<file path="config.mk">
export PLATFORM = sky130hd
export DESIGN_NAME = usb_hub_power_status_control
export DESIGN_NICKNAME = d
export VERILOG_FILES = /design/src/pkg/hub_pkg.sv /design/src/pkg/hub_repeater_if.sv /design/src/rtl/hub_repeater.sv /design/src/rtl/usb_hub_power_status_control.sv
export SDC_FILE = /design/constraint.sdc
export NUM_CORES = 1
export LEC_CHECK = 0
export BUFFER_PORTS_ARGS = -buffer_cell sky130_fd_sc_hd__buf_2
export CAP_MARGIN = 20
export CORE_ASPECT_RATIO = 0.9
export CORE_MARGIN = 8
export CORE_UTILIZATION = 51
export DETAILED_ROUTE_END_ITERATION = 7
export PLACE_DENSITY = 0.77
export SYNTH_ARGS = -nofsm -noshare
export SYNTH_HDL_FRONTEND = slang
export SYNTH_SLANG_ARGS = --single-unit
</file>
<file path="constraint.sdc">
create_clock -name clk_sys -period 3.25 [get_ports clk_sys]
set_input_delay 0.4875 -clock clk_sys [delete_from_list [all_inputs] [get_ports clk_sys]]
set_output_delay 0.4875 -clock clk_sys [all_outputs]
set_load 0.02 [all_outputs]
</file>
<file path="src/pkg/hub_pkg.sv">
/*
  Shared constants for the hub control block: register map, field
  positions, reset values, line symbols and bit-rate figures.
  Assumes a 32-bit APB register bus and a single system clock.
*/
package hub_pkg;

  // register byte offsets
  localparam logic [7:0] OFF_CTRL     = 8'h00;
  localparam logic [7:0] OFF_STATUS   = 8'h04;
  localparam logic [7:0] OFF_IRQ_STAT = 8'h08;
  localparam logic [7:0] OFF_IRQ_MASK = 8'h0c;
  localparam logic [7:0] OFF_PORTS    = 8'h10;

  // control register fields
  localparam int CTRL_PWR_SET   = 0;
  localparam int CTRL_PWR_CLR   = 1;
  localparam int CTRL_CONFIGURED = 2;
  localparam int CTRL_SUSPEND   = 3;
  localparam int CTRL_INIT      = 4;

  // status register fields
  localparam int ST_OVC_ACTIVE  = 0;
  localparam int ST_SELF_POWER  = 1;
  localparam int ST_POWER_ON    = 2;
  localparam int ST_CLK6_MODE   = 3;
  localparam int ST_STAT_OUT    = 4;
  localparam int ST_BUSY        = 5;

  // interrupt status / mask fields
  localparam int IRQ_W          = 3;
  localparam int IRQ_OVC_CHANGE = 0;
  localparam int IRQ_MODE_CHANGE = 1;
  localparam int IRQ_CONN_CHANGE = 2;
  localparam logic [2:0] IRQ_MASK_RST = 3'h0;

  // ports register fields
  localparam int PORTS_CONN_LSB = 0;
  localparam int PORTS_LOW_LSB  = 4;

  // line symbols as {dp, dm}, full-speed polarity
  localparam logic [1:0] LINE_J   = 2'h2;
  localparam logic [1:0] LINE_K   = 2'h1;
  localparam logic [1:0] LINE_SE0 = 2'h0;

  // bit-rate figures in kHz
  localparam int CLK_KHZ = 125000;
  localparam int FS_KHZ  = 12000;
  localparam int LS_KHZ  = 1500;
  localparam int ACC_W   = 18;

  typedef enum logic [1:0] {
    REP_IDLE = 2'b00,
    REP_DOWN = 2'b01,
    REP_UP   = 2'b10,
    REP_EOPJ = 2'b11
  } repMode_t;

endpackage : hub_pkg

</file>
<file path="src/pkg/hub_repeater_if.sv">
/*
  Connection between the hub control top and its repeater core:
  synchronised line states, port power, bit ticks and port status.
  Assumes both sides run on clk_sys.
*/
`timescale 1ns/1ps
interface hub_repeater_if;
  logic            portPowered;
  logic            fsTick;
  logic            lsTick;
  logic [1:0]      upLine;
  logic [3:0][1:0] dnLine;
  logic [1:0]      upOut;
  logic            upOeN;
  logic [3:0][1:0] dnOut;
  logic [3:0]      dnOeN;
  logic [3:0]      connected;
  logic [3:0]      lowSpeed;
  logic            busy;

  modport ctrl (
    output portPowered, fsTick, lsTick, upLine, dnLine,
    input  upOut, upOeN, dnOut, dnOeN, connected, lowSpeed, busy
  );
  modport rep (
    input  portPowered, fsTick, lsTick, upLine, dnLine,
    output upOut, upOeN, dnOut, dnOeN, connected, lowSpeed, busy
  );
endinterface : hub_repeater_if

</file>
<file path="src/rtl/hub_repeater.sv">
/*
  Repeater core: passes J/K/SE0 line states from the upstream port to
  the connected downstream ports and from one of them back up, while port power is on.
  Assumes line inputs already synchronised and bit ticks from the top.
*/
`timescale 1ns/1ps
module hub_repeater (
  // clock and reset
  input wire logic   clk_sys,
  input wire logic   rstSync_b,
  // control side
  hub_repeater_if.rep bus
);

  typedef struct packed {
    hub_pkg::repMode_t mode;
    logic [1:0]        src;
    logic              sawSe0;
    logic              eopLow;
    logic [3:0]        conn;
    logic [3:0]        low;
    logic [1:0]        upOut;
    logic              upOeN;
    logic [3:0][1:0]   dnOut;
    logic [3:0]        dnOeN;
  } repState_t;

  repState_t s;
  repState_t next_s;

  // low-speed ports see J and K with dp and dm swapped
  function automatic logic [1:0] portSym(input logic [1:0] sym, input logic low);
    portSym = low ? {sym[0], sym[1]} : sym;
  endfunction : portSym

  always_comb begin
    logic found;
    logic [1:0] line;
    logic tick;
    found  = 1'b0;
    line   = hub_pkg::LINE_J;
    tick   = s.eopLow ? bus.lsTick : bus.fsTick;
    next_s = s;
    case (s.mode)
      hub_pkg::REP_IDLE: begin
        next_s.upOeN = 1'b1;
        next_s.dnOeN = 4'hf;
        for (int i = 0; i < 4; i++) begin
          if (bus.dnLine[i] == hub_pkg::LINE_SE0) begin
            next_s.conn[i] = 1'b0;
          end else if (!s.conn[i]) begin
            next_s.conn[i] = 1'b1;
            next_s.low[i]  = (bus.dnLine[i] == hub_pkg::LINE_K);
          end
        end
        if (bus.upLine == hub_pkg::LINE_K) begin
          next_s.mode   = hub_pkg::REP_DOWN;
          next_s.sawSe0 = 1'b0;
          next_s.eopLow = 1'b0;
        end else begin
          for (int i = 0; i < 4; i++) begin
            if (!found && bus.portPowered && s.conn[i] &&
                bus.dnLine[i] == portSym(hub_pkg::LINE_K, s.low[i])) begin
              found         = 1'b1;
              next_s.src    = 2'(i);
              next_s.eopLow = s.low[i];
              next_s.sawSe0 = 1'b0;
              next_s.mode   = hub_pkg::REP_UP;
            end
          end
        end
      end
      hub_pkg::REP_DOWN: begin
        line = bus.upLine;
        for (int i = 0; i < 4; i++) begin
          next_s.dnOut[i] = portSym(line, s.low[i]);
          next_s.dnOeN[i] = ~(bus.portPowered & s.conn[i]);
        end
        if (line == hub_pkg::LINE_SE0) begin
          next_s.sawSe0 = 1'b1;
        end else if (s.sawSe0 && line == hub_pkg::LINE_J) begin
          next_s.mode = hub_pkg::REP_EOPJ;
        end
      end
      hub_pkg::REP_UP: begin
        line          = portSym(bus.dnLine[s.src], s.low[s.src]);
        next_s.upOut  = line;
        next_s.upOeN  = 1'b0;
        if (line == hub_pkg::LINE_SE0) begin
          next_s.sawSe0 = 1'b1;
        end else if (s.sawSe0 && line == hub_pkg::LINE_J) begin
          next_s.mode = hub_pkg::REP_EOPJ;
        end
      end
      hub_pkg::REP_EOPJ: begin
        // drive idle J for at least one full bit time, then release
        next_s.upOut = hub_pkg::LINE_J;
        for (int i = 0; i < 4; i++) begin
          next_s.dnOut[i] = portSym(hub_pkg::LINE_J, s.low[i]);
        end
        if (tick && s.sawSe0) begin
          next_s.sawSe0 = 1'b0;
        end else if (tick) begin
          next_s.mode  = hub_pkg::REP_IDLE;
          next_s.upOeN = 1'b1;
          next_s.dnOeN = 4'hf;
        end
      end
      default: begin
        next_s.mode = hub_pkg::REP_IDLE;
      end
    endcase
  end

  always_ff @(posedge clk_sys or negedge rstSync_b) begin
    if (!rstSync_b) begin
      s        <= '0;
      s.mode   <= hub_pkg::REP_IDLE;
      s.upOut  <= hub_pkg::LINE_J;
      s.upOeN  <= 1'b1;
      s.dnOeN  <= 4'hf;
    end else begin
      s <= next_s;
    end
  end

  assign bus.upOut     = s.upOut;
  assign bus.upOeN     = s.upOeN;
  assign bus.dnOut     = s.dnOut;
  assign bus.dnOeN     = s.dnOeN;
  assign bus.connected = s.conn;
  assign bus.lowSpeed  = s.low;
  assign bus.busy      = (s.mode != hub_pkg::REP_IDLE);

endmodule : hub_repeater

</file>
<file path="src/rtl/usb_hub_power_status_control.sv">
/*
  Hub control top: APB registers, port power switch, overcurrent and
  power-mode inputs, enumeration status output, interrupt, bit-rate
  enables and the repeater core.
  Assumes an APB master on clk_sys (125 MHz) and asynchronous pins.
*/
`timescale 1ns/1ps
module usb_hub_power_status_control (
  // clock and reset
  input  wire logic        clk_sys,
  input  wire logic        rst_b,
  // apb slave
  input  wire logic        psel,
  input  wire logic        penable,
  input  wire logic        pwrite,
  input  wire logic [7:0]  paddr,
  input  wire logic [31:0] pwdata,
  output logic             pready,
  output logic             pslverr,
  output logic [31:0]      prdata,
  // interrupt
  output logic             irq,
  // upstream_port pins
  input  wire logic        upDpIn,
  output logic             upDpOut,
  output logic             upDpOeN,
  input  wire logic        upDmIn,
  output logic             upDmOut,
  output logic             upDmOeN,
  // downstream port pins, bit i is port i+1
  input  wire logic [3:0]  dnDpIn,
  output logic [3:0]       dnDpOut,
  output logic [3:0]       dnDpOeN,
  input  wire logic [3:0]  dnDmIn,
  output logic [3:0]       dnDmOut,
  output logic [3:0]       dnDmOeN,
  // power and status pins
  input  wire logic        overcurrent_in_n,
  input  wire logic        selfPowerMode,
  input  wire logic        clkRateStrap,
  output logic             port_power_switch_n,
  output logic             statusOut,
  output logic             oscAmpEnable
);

  typedef struct packed {
    logic [1:0]         ovcSync;
    logic [1:0]         modeSync;
    logic [1:0]         strapSync;
    logic [1:0][1:0]    upSync;
    logic [1:0][3:0]    dpSync;
    logic [1:0][3:0]    dmSync;
    logic               clk6Mode;
    logic               powerOn;
    logic               configured;
    logic               suspended;
    logic               statLed;
    logic               ovcPrev;
    logic               modePrev;
    logic [3:0]         connPrev;
    logic [hub_pkg::IRQ_W-1:0] irqStat;
    logic [hub_pkg::IRQ_W-1:0] irqMask;
    logic [31:0]        rdata;
    logic [hub_pkg::ACC_W-1:0] fsAcc;
    logic [hub_pkg::ACC_W-1:0] lsAcc;
    logic               fsTick;
    logic               lsTick;
  } top_t;

  localparam logic [hub_pkg::ACC_W-1:0] CLK_STEP = hub_pkg::ACC_W'(hub_pkg::CLK_KHZ);
  localparam logic [hub_pkg::ACC_W-1:0] FS_STEP  = hub_pkg::ACC_W'(hub_pkg::FS_KHZ);
  localparam logic [hub_pkg::ACC_W-1:0] LS_STEP  = hub_pkg::ACC_W'(hub_pkg::LS_KHZ);

  logic [1:0] rstPipe;
  logic       rstSync_b;
  top_t       s;
  top_t       next_s;
  logic       setup;
  logic       access;
  logic       mapped;
  logic       ovcActive;

  hub_repeater_if rbus ();

  hub_repeater u_repeater (
    .clk_sys   (clk_sys),
    .rstSync_b (rstSync_b),
    .bus       (rbus.rep)
  );

  // reset release through two flops
  always_ff @(posedge clk_sys or negedge rst_b) begin
    if (!rst_b) begin
      rstPipe <= 2'h0;
    end else begin
      rstPipe <= {rstPipe[0], 1'b1};
    end
  end
  assign rstSync_b = rstPipe[1];

  assign setup     = psel & ~penable;
  assign access    = psel & penable;
  assign mapped    = (paddr == hub_pkg::OFF_CTRL) || (paddr == hub_pkg::OFF_STATUS) ||
                     (paddr == hub_pkg::OFF_IRQ_STAT) || (paddr == hub_pkg::OFF_IRQ_MASK) ||
                     (paddr == hub_pkg::OFF_PORTS);
  assign ovcActive = ~s.ovcSync[1];

  always_comb begin
    logic [hub_pkg::IRQ_W-1:0] ev;
    logic [hub_pkg::IRQ_W-1:0] clr;
    logic [31:0]               rd;
    logic                      wr;
    ev     = '0;
    clr    = '0;
    rd     = 32'h0;
    wr     = access & pwrite & mapped;
    next_s = s;

    // pin synchronisers
    next_s.ovcSync   = {s.ovcSync[0], overcurrent_in_n};
    next_s.modeSync  = {s.modeSync[0], selfPowerMode};
    next_s.strapSync = {s.strapSync[0], clkRateStrap};
    next_s.upSync    = {s.upSync[0], {upDpIn, upDmIn}};
    next_s.dpSync    = {s.dpSync[0], dnDpIn};
    next_s.dmSync    = {s.dmSync[0], dnDmIn};
    next_s.clk6Mode  = s.strapSync[1];

    // bit-rate enables
    next_s.fsTick = 1'b0;
    next_s.lsTick = 1'b0;
    if (s.fsAcc + FS_STEP >= CLK_STEP) begin
      next_s.fsAcc  = s.fsAcc + FS_STEP - CLK_STEP;
      next_s.fsTick = 1'b1;
    end else begin
      next_s.fsAcc = s.fsAcc + FS_STEP;
    end
    if (s.lsAcc + LS_STEP >= CLK_STEP) begin
      next_s.lsAcc  = s.lsAcc + LS_STEP - CLK_STEP;
      next_s.lsTick = 1'b1;
    end else begin
      next_s.lsAcc = s.lsAcc + LS_STEP;
    end

    // register writes
    if (wr && paddr == hub_pkg::OFF_CTRL) begin
      if (pwdata[hub_pkg::CTRL_PWR_SET]) begin
        next_s.powerOn = 1'b1;
      end
      if (pwdata[hub_pkg::CTRL_PWR_CLR]) begin
        next_s.powerOn = 1'b0;
      end
      next_s.configured = pwdata[hub_pkg::CTRL_CONFIGURED];
      next_s.suspended  = pwdata[hub_pkg::CTRL_SUSPEND];
      if (pwdata[hub_pkg::CTRL_INIT]) begin
        next_s.powerOn    = 1'b0;
        next_s.configured = 1'b0;
        next_s.suspended  = 1'b0;
      end
    end
    if (wr && paddr == hub_pkg::OFF_IRQ_MASK) begin
      next_s.irqMask = pwdata[hub_pkg::IRQ_W-1:0];
    end
    if (wr && paddr == hub_pkg::OFF_IRQ_STAT) begin
      clr = pwdata[hub_pkg::IRQ_W-1:0];
    end

    // overcurrent wins over any power-on request
    if (ovcActive) begin
      next_s.powerOn = 1'b0;
    end

    // events into sticky bits, set beats clear
    next_s.ovcPrev  = ovcActive;
    next_s.modePrev = s.modeSync[1];
    next_s.connPrev = rbus.connected;
    ev[hub_pkg::IRQ_OVC_CHANGE]  = ovcActive != s.ovcPrev;
    ev[hub_pkg::IRQ_MODE_CHANGE] = s.modeSync[1] != s.modePrev;
    ev[hub_pkg::IRQ_CONN_CHANGE] = rbus.connected != s.connPrev;
    next_s.irqStat = (s.irqStat & ~clr) | ev;

    // enumeration status pin
    next_s.statLed = next_s.configured & ~next_s.suspended;

    // read data captured in the setup cycle
    case (paddr)
      hub_pkg::OFF_CTRL: begin
        rd[hub_pkg::CTRL_CONFIGURED] = s.configured;
        rd[hub_pkg::CTRL_SUSPEND]    = s.suspended;
      end
      hub_pkg::OFF_STATUS: begin
        rd[hub_pkg::ST_OVC_ACTIVE] = ovcActive;
        rd[hub_pkg::ST_SELF_POWER] = s.modeSync[1];
        rd[hub_pkg::ST_POWER_ON]   = s.powerOn;
        rd[hub_pkg::ST_CLK6_MODE]  = s.clk6Mode;
        rd[hub_pkg::ST_STAT_OUT]   = s.statLed;
        rd[hub_pkg::ST_BUSY]       = rbus.busy;
      end
      hub_pkg::OFF_IRQ_STAT: begin
        rd[hub_pkg::IRQ_W-1:0] = s.irqStat;
      end
      hub_pkg::OFF_IRQ_MASK: begin
        rd[hub_pkg::IRQ_W-1:0] = s.irqMask;
      end
      hub_pkg::OFF_PORTS: begin
        rd[hub_pkg::PORTS_CONN_LSB +: 4] = rbus.connected;
        rd[hub_pkg::PORTS_LOW_LSB +: 4]  = rbus.lowSpeed;
      end
      default: begin
        rd = 32'h0;
      end
    endcase
    if (setup) begin
      next_s.rdata = pwrite ? 32'h0 : rd;
    end
  end

  always_ff @(posedge clk_sys or negedge rstSync_b) begin
    if (!rstSync_b) begin
      s          <= '0;
      s.ovcSync  <= 2'h3;
      s.upSync   <= {hub_pkg::LINE_J, hub_pkg::LINE_J};
      s.irqMask  <= hub_pkg::IRQ_MASK_RST;
    end else begin
      s <= next_s;
    end
  end

  // repeater hookup
  assign rbus.portPowered = s.powerOn;
  assign rbus.fsTick      = s.fsTick;
  assign rbus.lsTick      = s.lsTick;
  assign rbus.upLine      = s.upSync[1];
  always_comb begin
    for (int i = 0; i < 4; i++) begin
      rbus.dnLine[i] = {s.dpSync[1][i], s.dmSync[1][i]};
      dnDpOut[i]     = rbus.dnOut[i][1];
      dnDmOut[i]     = rbus.dnOut[i][0];
    end
  end
  assign dnDpOeN = rbus.dnOeN;
  assign dnDmOeN = rbus.dnOeN;
  assign upDpOut = rbus.upOut[1];
  assign upDmOut = rbus.upOut[0];
  assign upDpOeN = rbus.upOeN;
  assign upDmOeN = rbus.upOeN;

  // outputs
  assign pready              = access;
  assign pslverr             = access & ~mapped;
  assign prdata              = s.rdata;
  assign irq                 = |(s.irqStat & s.irqMask);
  assign port_power_switch_n = ~s.powerOn;
  assign statusOut           = s.statLed;
  assign oscAmpEnable        = s.clk6Mode;

endmodule : usb_hub_power_status_control
</file>
; ---- Word-level counts from Yosys, hierarchy flattened
; Index checks and enable logic that the tools add are counted.
[op_classes]
add_sub_neg = 4
magnitude_cmp = 3
eq_ne = 33
muxes = 72
bitwise = 32
n_reduce_logical = 51
[op_table]
columns = cell, count
row1 = $mux 2, 23
row2 = $ge 18x17->1 const B, 2
row3 = $mux 18, 2
row4 = $sub 18x17->18 const B, 2
row5 = $mux 1, 25
row6 = $mux 6, 4
row7 = $reduce_and 3->1, 7
row8 = $add 18x11->18 const B, 1
row9 = $add 18x14->18 const B, 1
row10 = $not 1->1, 18
row11 = $logic_and 1x1->1, 17
row12 = $eq 8x4->1 const B, 2
row13 = $pmux 2 s4, 2
row14 = $pmux 8 s2, 1
row15 = $logic_not 2->1, 7
row16 = $ne 2x1->1 const B, 7
row17 = $eq 2x1->1 const B, 6
row18 = $pmux 4 s3, 1
row19 = $and 1x1->1, 10
row20 = $mux 3, 3
row21 = $eq 2x2->1, 4
row22 = $eq 2x2->1 const B, 4
row23 = $eq 8x3->1 const B, 1
row24 = $eq 8x5->1 const B, 1
row25 = 28 further kinds, 44
[totals]
reg_bits = 144
inputBits = 58
out_inout_bits = 58
elab_cells = 236

; ---- Logic depth before layout (Yosys ltp)
; Gate-level depths: netlist of the first run.
[logic_depth]
depth_word = 27
depth_mapped = 12
ltp_nobuf = 11

; ---- By module
; Synthesis of the first run repeated with hierarchy kept, for this count alone.
[hier_totals]
hier_cells = 680
hier_area_um2 = 6790.3
[by_module_without_submodules]
columns = module, n_inst, cells_each, area_each_um2, seq_area_each_um2
row1 = usb_hub_power_status_control, 1, 479, 4820.9, 2157.1
row2 = hub_repeater, 1, 201, 1969.4, 733.2

; ---- Worst setup path before layout of the first run
; No wires, ideal clock.
[synth_path]
path_kind = reg2reg
from = register s[4] (netlist bit)
to = register s[6] (netlist bit)
setup_ns = 0.079
t_arrival_ns = 2.521
required_time_ns = 3.171
path_slack_ns = 0.650
stages_incl_launch_ff = 12
path_buffers = 1
synth_period_minus_slack_ns = 2.600
path_cell_list = dfrtp_1 -> inv_1 -> ha_1 -> nor2b_1 -> or3_1 -> and2_1 -> clkbuf_2 -> a2111oi_4 -> o2bb2ai_2 -> a211oi_4 -> nor2_2 -> mux2i_1
[synth_rtl]
columns = element, line
row1 = from (decl), usb_hub_power_status_control.sv:76  ; top_t s;
row2 = from (signal assigned), usb_hub_power_status_control.sv:224  ; s <= next_s;

==> results by group, run 1 <==
Die
  • Initial core utilization: 52.6%
  • # IOs: approximately 120
  • Site Rows: 39
  • Die Y-Extent: 125 um
  • DIE WIDTH: 137 um
  • Die area: 17,100 um^2
  • Core area: 12,800 um^2

GRT
  • Vias in the first global route: 4,941
  • Global-route wire length before repair: 23,700 um
  • Largest net degree at the start of global routing: 65
  • Initial antenna violation count: 0
  • GRT overflow: 0
  • GRT Overall Usage: 17.0%

Timing
  • Final Hold Fails: 0
  • Worst slew pin tran: 0.656 ns
  • Tmin final: 3.07 ns
  • RSZ-0062 raised after global routing: false
  • Slew HR: a little under three fifths
  • Fin. max-slew vios: 0
  • # setup viols final: 0
  • Clock Skew: 0.0101 ns
  • Fin crit share: between 90% and 100%
  • Fmax: 326 MHz
  • Setup TNS: 0 ns
  • Fin Hold WS: about 0.18 ns
  • Worst setup margin: approximately 0.18 ns

Routing
  • Detailed Routing Iterations Pass 1: 5
  • Per-cell routed wire length: 15.9 um
  • Post-route ant nets: 0
  • Vias per cell: 5.68
  • # DRC: 0
  • 1st-iter DRT viols: ~510
  • WL final: approximately 14,000 um
  • Vias after detailed routing: 5,108

Layout
  • FILL cells: 1,055
  • Final Util: 58.5%
  • Most common cell after layout, fill and taps aside: dfrtp_1
  • Area Growth Syn to Fin: 11.3%
  • Commonest non-fill, non-tap cells in the layout: dfrtp_1, buf_2, nor2_1
  • Share of cells above drive strength 1: 20.9%
  • Nets: a little under 800
  • N_diodes: 0

Clock network
  • Setup bufs post-CTS: 0
  • CTS buffer count: 17
  • # clock sinks: approximately 120
  • CTS root buffer: clkbuf_16
  • Clk Latency, worst-skew pair: 0.42 ns
  • TritonCTS clock tree: done
  • H-tree level count: 4
  • Max Buffers Root-to-Sink: 2
  • Clock transition at path regs: roughly 0.06 ns

Pwr
  • Peak supply drop: 0.357 mV
  • Logic pwr share: between 20% and 30%
  • PwrDens: 662 nW/um^2
  • Int Power: 3.39 mW
  • Total power draw: just under 5 mW
  • Sequential share of power: 38.5%
  • Leakage power: approximately 3.2 nW
  • Sw Ratio: 31.6%
  • Clock power share: 39.5%
  • Sw Pwr: 1.56 mW

Worst setup path
  • Worst EP arrival: 3.37 ns
  • Worst setup path category: reg -> reg
  • Startpoint types: register
  • CP required: about 3.6 ns
  • Critical Path Sink Type: register
  • Maximum net fanout on the critical path: 7

Placed design
  • Final Wtd Congestion: 0.896
  • Dpl hpwl: 10,200 um
  • Place WS: 0.232 ns
  • Port Buffers: 64

Synth
  • Syn avg cell area: 9.73 um^2
  • Async SR Flop Fraction: 100%
  • Largest cells by area after synthesis: dfrtp_1, buf_4, dfstp_2, xnor2_1, a21oi_1
  • Post-synth top area share: 39.1%
  • Netlist cell types: 90
  • Yosys warnings: 0
  • Primary FF master, synth: dfrtp_1
  • Yosys reg bits: 115
  • Cells after synthesis: roughly 690
  • Number of synthesized flops with an enable pin: 0
  • Sequential fraction of the synthesis area: between 40% and 50%
  • Synth Cell Area: 6720 um^2
  • Synth area leader: dfrtp_1

Hold path
  • Min-delay worst type: in -> reg

Run status
  • Outcome: finished, final reports clean

Job
  • Max-Cap Viols: 0
[Yosys cell counts (12+ instances only)]
cell type    n
xnor2_1     28
mux2i_1     12
nor3_1      15
nand2_1     53
o21ai_1     16
xor2_1      16
ha_1        13
a21oi_1     45
inv_1       23
buf_4       50
o21ai_0     29
nor2_1      55
dfrtp_1    105
clkbuf_1    18
[registers in the layout, indices dropped and copies added (netlist names), 2 cells and up]
name and flops:
s 46, next_s 15, rbus.upLine 2, u_repeater.bus.dnOut 8, u_repeater.s 6, prdata 8
u_repeater.bus.upOut 2, u_repeater.bus.lowSpeed 4, rbus.dnLine 8, u_repeater.bus.connected 4, u_repeater.bus.dnOeN 4, rstPipe 2
[cell families after synthesis]
logic type / count (synthesis) / synth area share [%]
AOI/OAI and AO/OA: 180 / 18.8
xor gates and xnor gates: 44 / 5.73
adders and majority gates: 13 / 2.42
buffers and inverters: 101 / 9.05
DFF: 115 / 43.0
muxes: 21 / 3.97
other: 2 / 0.112
and+or+nand+nor: 215 / 16.9
[critical path, cell delays in order, from the launching register on]
cell       delay (ns)
dfrtp_1          0.45
inv_1            0.09
ha_1             0.30
xnor2_1          0.29
ha_1             0.21
o21ai_0          0.12
a311oi_1         0.47
o2111ai_1        0.24
a21o_1           0.28
a211oi_1         0.25
a21oi_1          0.07
nor3_1           0.19
[final timing paths]
kind                               endpoint  slack, ns        startpoint  cells after the start
worst max register to register        s[19]       0.18              s[4]                     11
worst min-delay path            next_s[112]       0.18  overcurrent_in_n                      1
min in group asynchronous             s[10]       0.36        rstPipe[1]                      0
worst min register to register   next_s[86]       0.35       next_s[108]                      0
max in group asynchronous       next_s[106]       2.09        rstPipe[1]                      1
worst max-delay path                  s[19]       0.18              s[4]                     11
[repair_timing]
action | in CTS | in global routing
gates resized for setup | 0 | 0
hold buffers | 1 | 0
hold endpoints to repair | 2 | 0
[metrics by stage]
stage          cell area [um^2]  instances
2_1_floorplan              6810        714
3_3_place_gp               6850        867
3_5_place_dp               6850        867
4_1_cts                    7480        900
5_1_grt                    7480        900
6_report                   7480        900
[power groups by stage]
stage                     registers (mW)  clock network [mW]  logic, mW
final                               1.91                1.96       1.09
after global routing                1.95                2.07       1.19
after CTS                           1.90                1.99       1.09
after detailed placement            1.93                   0       1.07
after global placement              1.91                   0       1.03
after floorplan                     1.83                   0      0.996
[per-layer routing]
layer  vias up  routed length, um  GRT usage, %
met5         -                  0             0
met4         0                150          4.79
met3        13               1060          5.08
met2       174               6980          27.6
met1      2483               6130          21.3
li1       2438                  -             -
[cell type report]
class	instances	area [um^2]	share of cell area [%]
Clock buffer	20	447	5.97
Tap cell	164	205	2.74
Multi-Input combinational cell	498	3310	44.2
Clock inverter	12	180	2.41
Inverter	24	90.1	1.20
Sequential cell	115	2890	38.7
Timing Repair Buffer	67	358	4.78
Power figures use the tool's default switching activity.
==> run 2: changes to the inputs <==
MAX_ROUTING_LAYER = met4   (was not set)
==> run 2 against run 1 <==
Effect of this change: hold slack worse by 0.0043 ns; largest cell class unchanged; critical path depth decreased by 1; power is 5.4% lower; wire length increased by 0.52%; setup slack gained 0.031 ns; die area unchanged; final cell count increased by 0.11%; sequential power about the same; fmax increased by 1.0%.
==> results by group, run 2 (synthesis results as in run 1) <==
Run status
  • Outcome: finished, final reports clean

Die
  • Initial core utilization: 52.6% (unchanged)
  • # IOs: 116 (unchanged)
  • Die area: 17,100 um^2 (unchanged)
  • DIE WIDTH: 137 um (unchanged)
  • Core area: 12,800 um^2 (unchanged)
  • Site Rows: 39 (unchanged)
  • Die Y-Extent: 125 um (unchanged)

Worst setup path
  • Worst EP arrival: 3.36 ns (about the same)
  • Worst path max stage delay: 0.44 ns (-0.03 ns)
  • Startpoint types: register
  • Maximum net fanout on the critical path: 7 (unchanged)
  • CP Cell Sequence: inv_1, ha_1, nor2b_1, or3_1, and2_1, a2111oi_4, o2bb2ai_2, a211oi_2, nor2_2, mux2i_1
  • Worst setup path category: reg -> reg
  • Critical Path Sink Type: register
  • RR Endpoint: s[6]
  • Slowest CP cell: dfrtp_1
  • R2R setup slack: 0.22 ns (+0.03 ns)
  • R2r startpoint: s[4]
  • CP required: 3.57 ns (about the same)
  • Crit. Startpoint: s[4]
  • Reg2Reg Depth: 10 (-1)

Hold path
  • Worst Min Path Start: upDpIn
  • Min-delay worst type: in -> reg
  • Hold Path Stages: 1 (unchanged)
  • Worst Hold Endpoint: next_s[106]

GRT
  • GRT overflow: 0 (unchanged)
  • Global-route wire length before repair: 24,100 um (+1.5%)
  • GRT Overall Usage: 17.5% (+0.53 points)
  • Vias in the first global route: 5,062 (+2.4%)
  • Initial antenna violation count: 0 (unchanged)
  • Largest net degree at the start of global routing: 66 (+1.5%)

Routing
  • # DRC: 0 (unchanged)
  • Post-route ant nets: 0 (unchanged)
  • WL final: 14,400 um (+0.52%)
  • Vias after detailed routing: 5,134 (+0.51%)
  • Vias per cell: 5.70 (+0.40%)
  • 1st-iter DRT viols: 528 (+3.3%)
  • Per-cell routed wire length: 16.0 um (+0.41%)
  • Detailed Routing Iterations Pass 1: 5 (unchanged)

Pwr
  • Sw Pwr: 1.54 mW (-1.8%)
  • Logic pwr share: 23.1% (+1.2 points)
  • Sw Ratio: 32.8% (+1.2 points)
  • Leakage power: 3.15 nW (-0.99%)
  • Int Power: 3.15 mW (-7.0%)
  • Clock power share: 36.4% (-3.1 points)
  • Sequential share of power: 40.6% (+2.1 points)
  • Peak supply drop: 0.373 mV (+4.4%)
  • PwrDens: 631 nW/um^2 (-4.6%)

Clock network
  • # clock sinks: 115 (unchanged)
  • CTS root buffer: clkbuf_16
  • Setup bufs post-CTS: 0 (unchanged)
  • CTS buffer count: 17 (unchanged)
  • Clk Latency, worst-skew pair: 0.41 ns (about the same)
  • Max Buffers Root-to-Sink: 2 (unchanged)
  • TritonCTS clock tree: done
  • Clock transition at path regs: 0.06 ns (about the same)
  • H-tree level count: 4 (unchanged)

Layout
  • Largest reg by FF count: s
  • N_diodes: 0 (unchanged)
  • Share of cells above drive strength 1: 20.9% (-0.028 points)
  • Final Util: 58.1% (-0.47 points)
  • Nets: 795 (+0.13%)
  • Most common cell after layout, fill and taps aside: dfrtp_1
  • Finished Layout Cells: 901 (+0.11%)
  • Commonest non-fill, non-tap cells in the layout: dfrtp_1, buf_2, nor2_1
  • Max reg flops: 46 (unchanged)
  • Area Growth Syn to Fin: 10.4%

Job
  • Max-Cap Viols: 0 (unchanged)

Timing
  • RSZ-0062 raised after global routing: false
  • Fin Hold WS: 0.173 ns (-0.00435 ns)
  • # setup viols final: 0 (unchanged)
  • Worst slew pin tran: 0.642 ns (-0.0142 ns)
  • Setup TNS: 0 ns (unchanged)
  • Fmax: 330 MHz (+1.0%)
  • Worst setup margin: 0.216 ns (+0.0309 ns)
  • Final Hold Fails: 0 (unchanged)
  • Clock Skew: 0.00890 ns (-0.00122 ns)
  • Slew HR: 57.1% (+0.80 points)
  • Fin. max-slew vios: 0 (unchanged)
  • Fin crit share: 93.4% (-0.95 points)
  • Tmin final: 3.03 ns (-0.0309 ns)

Placed design
  • Final Wtd Congestion: 0.891 (-0.59%)
  • Port Buffers: 64 (unchanged)
  • DP Cell Count: 867 (unchanged)
  • Place WS: 0.245 ns (+0.0123 ns)
  • Dpl hpwl: 10,000 um (-1.3%)
run 2: changes by cell type in the layout (fill, tap and decap cells not counted), moves of 2 or more:
cell	change
bufinv_16	-3
clkbuf_1	+3
clkinv_2	+2
inv_6	-2
run 2: stage by stage:
step | power [mW] | area (um^2)
floorplan | 2.82 | 6810
global placement | 2.94 | 6850
detailed placement | 3.01 | 6850
CTS | 4.73 | 7400
global route | 4.94 | 7420
finish | 4.69 | 7420
run 2: per-layer routing:
| metal | GRT usage (%) | vias to the layer above | wire length, um |
|---|---|---|---|
| li1 | - | 2452 | - |
| met1 | 22.1 | 2466 | 6330 |
| met2 | 26.4 | 189 | 6650 |
| met3 | 4.03 | 27 | 1110 |
| met4 | 7.22 | 0 | 304 |
| met5 | - | - | 0 |
run 2: layout make-up:
class | instances | area [um^2]
well taps | 164 | 205
clock inverters | 9 | 83.8
flip-flops and latches | 115 | 2890
repair buffers | 67 | 358
inverters | 24 | 90.1
multi-input cells | 499 | 3330
fillers | 1082 | 5360
clock buffers | 23 | 458
run 2: worst max path at each step:
stage | endpoint | slack, ns | depth (start not counted)
2_1_floorplan | s[6] | 0.65 | 11
3_3_place_gp | s[19] | 0.40 | 11
3_5_place_dp | s[19] | 0.24 | 11
4_1_cts | s[19] | 0.18 | 11
5_1_grt | s[6] | 0.03 | 10
6_report | s[6] | 0.22 | 10
run 2: critical path, delay by kind of cell (launching register included):
family | cells | cell delay (ns)
AO/OA/AOI/OAI | 3 | 0.84
adder cells (fa/ha/maj) | 1 | 0.30
buffers and inverters | 1 | 0.09
flip-flops | 1 | 0.44
multiplexers | 1 | 0.23
AND/OR/NAND/NOR | 4 | 1.03
run 2: what timing repair did:
item	4_1_cts	5_1_grt
gates resized for setup	0	2
setup endpoints to repair	0	4
hold endpoints to repair	2	0
hold buffers	1	0
run 2: power by group through the flow:
stage          Combinational, mW  Sequential, mW  Clock (mW)
2_1_floorplan              0.996            1.83           0
3_3_place_gp                1.03            1.91           0
3_5_place_dp                1.08            1.92           0
4_1_cts                     1.09            1.90        1.74
5_1_grt                     1.20            1.94        1.80
6_report                    1.08            1.90        1.71
==> run 3: changes to the inputs <==
CORE_MARGIN = 4   (was 8)
==> run 3 against run 2 <==
Effect of this change: flip-flop and latch count unchanged; design area grew 0.39%; final cell count down 0.11%; critical path type unchanged.
==> results by group, run 3 (synthesis results as in run 1) <==
Run status
  • Outcome: finished, final reports clean

Layout
  • Most common cell after layout, fill and taps aside: dfrtp_1
  • Commonest non-fill, non-tap cells in the layout: dfrtp_1, buf_2, nor2_1
  • Final Util: 58.3% (+0.23 points)
  • Area Growth Syn to Fin: 10.9%
  • Share of cells above drive strength 1: 21.1% (+0.16 points)
  • Max reg flops: 46 (unchanged)
  • Nets: 794 (-0.13%)
  • Largest reg by FF count: s
  • N_diodes: 0 (unchanged)

GRT
  • Largest net degree at the start of global routing: 62 (-6.1%)
  • Initial antenna violation count: 0 (unchanged)
  • Global-route wire length before repair: 24,100 um (+0.32%)
  • GRT overflow: 0 (unchanged)
  • GRT Overall Usage: 20.6% (+3.1 points)
  • Vias in the first global route: 4,983 (-1.6%)

Pwr
  • PwrDens: 643 nW/um^2 (+1.9%)
  • Clock power share: 38.0% (+1.6 points)
  • Logic pwr share: 22.3% (-0.8 points)
  • Peak supply drop: 0.414 mV (+11%)
  • Sequential share of power: 39.7% (-0.9 points)
  • Sw Pwr: 1.54 mW (+0.13%)
  • Leakage power: 3.18 nW (+0.87%)
  • Sw Ratio: 32.1% (-0.68 points)
  • Int Power: 3.26 mW (+3.3%)

Clock network
  • Setup bufs post-CTS: 0 (unchanged)
  • TritonCTS clock tree: done
  • H-tree level count: 4 (unchanged)
  • CTS root buffer: clkbuf_16
  • Clock transition at path regs: 0.05 ns (about the same)
  • Max Buffers Root-to-Sink: 2 (unchanged)
  • Clk Latency, worst-skew pair: 0.42 ns (about the same)
  • CTS buffer count: 17 (unchanged)
  • # clock sinks: 115 (unchanged)

Timing
  • Tmin final: 3.03 ns (-0.0000590 ns)
  • Fin crit share: 93.4% (about the same)
  • # setup viols final: 0 (unchanged)
  • Worst setup margin: 0.216 ns (+0.0000590 ns)
  • Slew HR: 53.9% (-3.2 points)
  • Clock Skew: 0.00747 ns (-0.00143 ns)
  • Fin. max-slew vios: 0 (unchanged)
  • Final Hold Fails: 0 (unchanged)
  • Worst slew pin tran: 0.691 ns (+0.0497 ns)
  • Fmax: 330 MHz (about the same)

Worst setup path
  • Reg2Reg Depth: 10 (unchanged)
  • Startpoint types: register
  • R2r startpoint: s[4]
  • Worst EP arrival: 3.33 ns (-0.03 ns)
  • CP required: 3.54 ns (-0.03 ns)
  • RR Endpoint: s[12]
  • Maximum net fanout on the critical path: 10 (+3)
  • Critical Path Sink Type: register
  • Worst setup path category: reg -> reg
  • R2R setup slack: 0.22 ns (about the same)

Hold path
  • Worst Min Path Start: overcurrent_in_n
  • Hold Path Stages: 1 (unchanged)
  • Min-delay worst type: in -> reg
  • Worst Hold Endpoint: next_s[112]

Placed design
  • Final Wtd Congestion: 0.886 (-0.56%)
  • Dpl hpwl: 10,000 um (about the same)
  • Port Buffers: 64 (unchanged)
  • Place WS: 0.216 ns (-0.0289 ns)

Die
  • # IOs: 116 (unchanged)
  • Site Rows: 39 (unchanged)
  • Die area: 15,100 um^2 (-12%)
  • Initial core utilization: 52.6% (unchanged)
  • Die Y-Extent: 117 um (-6.4%)
  • Core area: 12,800 um^2 (unchanged)
  • DIE WIDTH: 129 um (-5.8%)

Routing
  • Vias per cell: 5.69 (-0.10%)
  • Per-cell routed wire length: 15.8 um (-1.3%)
  • Detailed Routing Iterations Pass 1: 6 (+1)
  • Vias after detailed routing: 5,123 (-0.21%)
  • # DRC: 0 (unchanged)
  • WL final: 14,200 um (-1.4%)
  • 1st-iter DRT viols: 425 (-20%)
  • Post-route ant nets: 0 (unchanged)

Job
  • Max-Cap Viols: 0 (unchanged)
run 3: timing repair:
action / in CTS / in global routing
endpoints found under the hold margin: 2 / 0
endpoints found under the setup margin: 0 / 1
hold buffers: 1 / 0
resized for setup: 0 / 1
run 3: power by group through the flow:
stage / Clock [mW] / Combinational, mW / Sequential [mW]
after global placement: 0 / 1.03 / 1.91
after detailed placement: 0 / 1.06 / 1.93
after global routing: 1.94 / 1.19 / 1.94
after CTS: 1.85 / 1.08 / 1.90
final: 1.82 / 1.07 / 1.90
after floorplan: 0 / 0.996 / 1.83
run 3: worst max-delay path: stages (launching register included):
cell	delay [ns]
dfrtp_1	0.44
inv_1	0.08
ha_1	0.30
nor2b_1	0.20
o21ai_0	0.27
and2_1	0.34
nand4b_1	0.21
o2bb2ai_2	0.21
a211oi_4	0.56
o21ai_1	0.14
xor2_1	0.16
run 3: how the worst max path moves through the flow:
| stage | depth (start not counted) | from | slack (ns) | end |
|---|---|---|---|---|
| 4_1_cts | 11 | s[4] | 0.20 | s[19] |
| 3_5_place_dp | 11 | s[4] | 0.22 | s[19] |
| 2_1_floorplan | 11 | s[4] | 0.65 | s[6] |
| 6_report | 10 | s[4] | 0.22 | s[12] |
| 3_3_place_gp | 10 | s[4] | 0.43 | s[15] |
| 5_1_grt | 11 | s[4] | -0.002 | s[19] |
run 3: through the flow:
stage / power, mW / TNS (ns) / instance area (um^2) / std cells / hold slack, ns
2_1_floorplan: 2.82 / 0 / 6810 / 714 / 0.192
3_3_place_gp: 2.94 / 0 / 6850 / 867 / 0.273
3_5_place_dp: 2.99 / 0 / 6850 / 867 / 0.276
4_1_cts: 4.83 / 0 / 7450 / 900 / 0.153
5_1_grt: 5.06 / -0.00201 / 7450 / 900 / 0.158
6_report: 4.79 / 0 / 7450 / 900 / 0.170
run 3: layout make-up:
type	instances	area, um^2
tap	164	205
sequential	115	2890
clock inverter	11	129
fill	1066	5330
timing repair buffer	67	358
inverter	24	90.1
multi-input combinational	498	3320
clock buffer	21	460
run 3: layer usage:
layer | vias up | wire length (um) | part of all wire, % | track usage, %
met4 | 0 | 255 | 1.8 | 7.77
li1 | 2452 | - | - | -
met5 | - | 0 | 0 | -
met2 | 170 | 6790 | 48 | 32.6
met1 | 2477 | 6280 | 44 | 26.1
met3 | 24 | 859 | 6.1 | 4.76
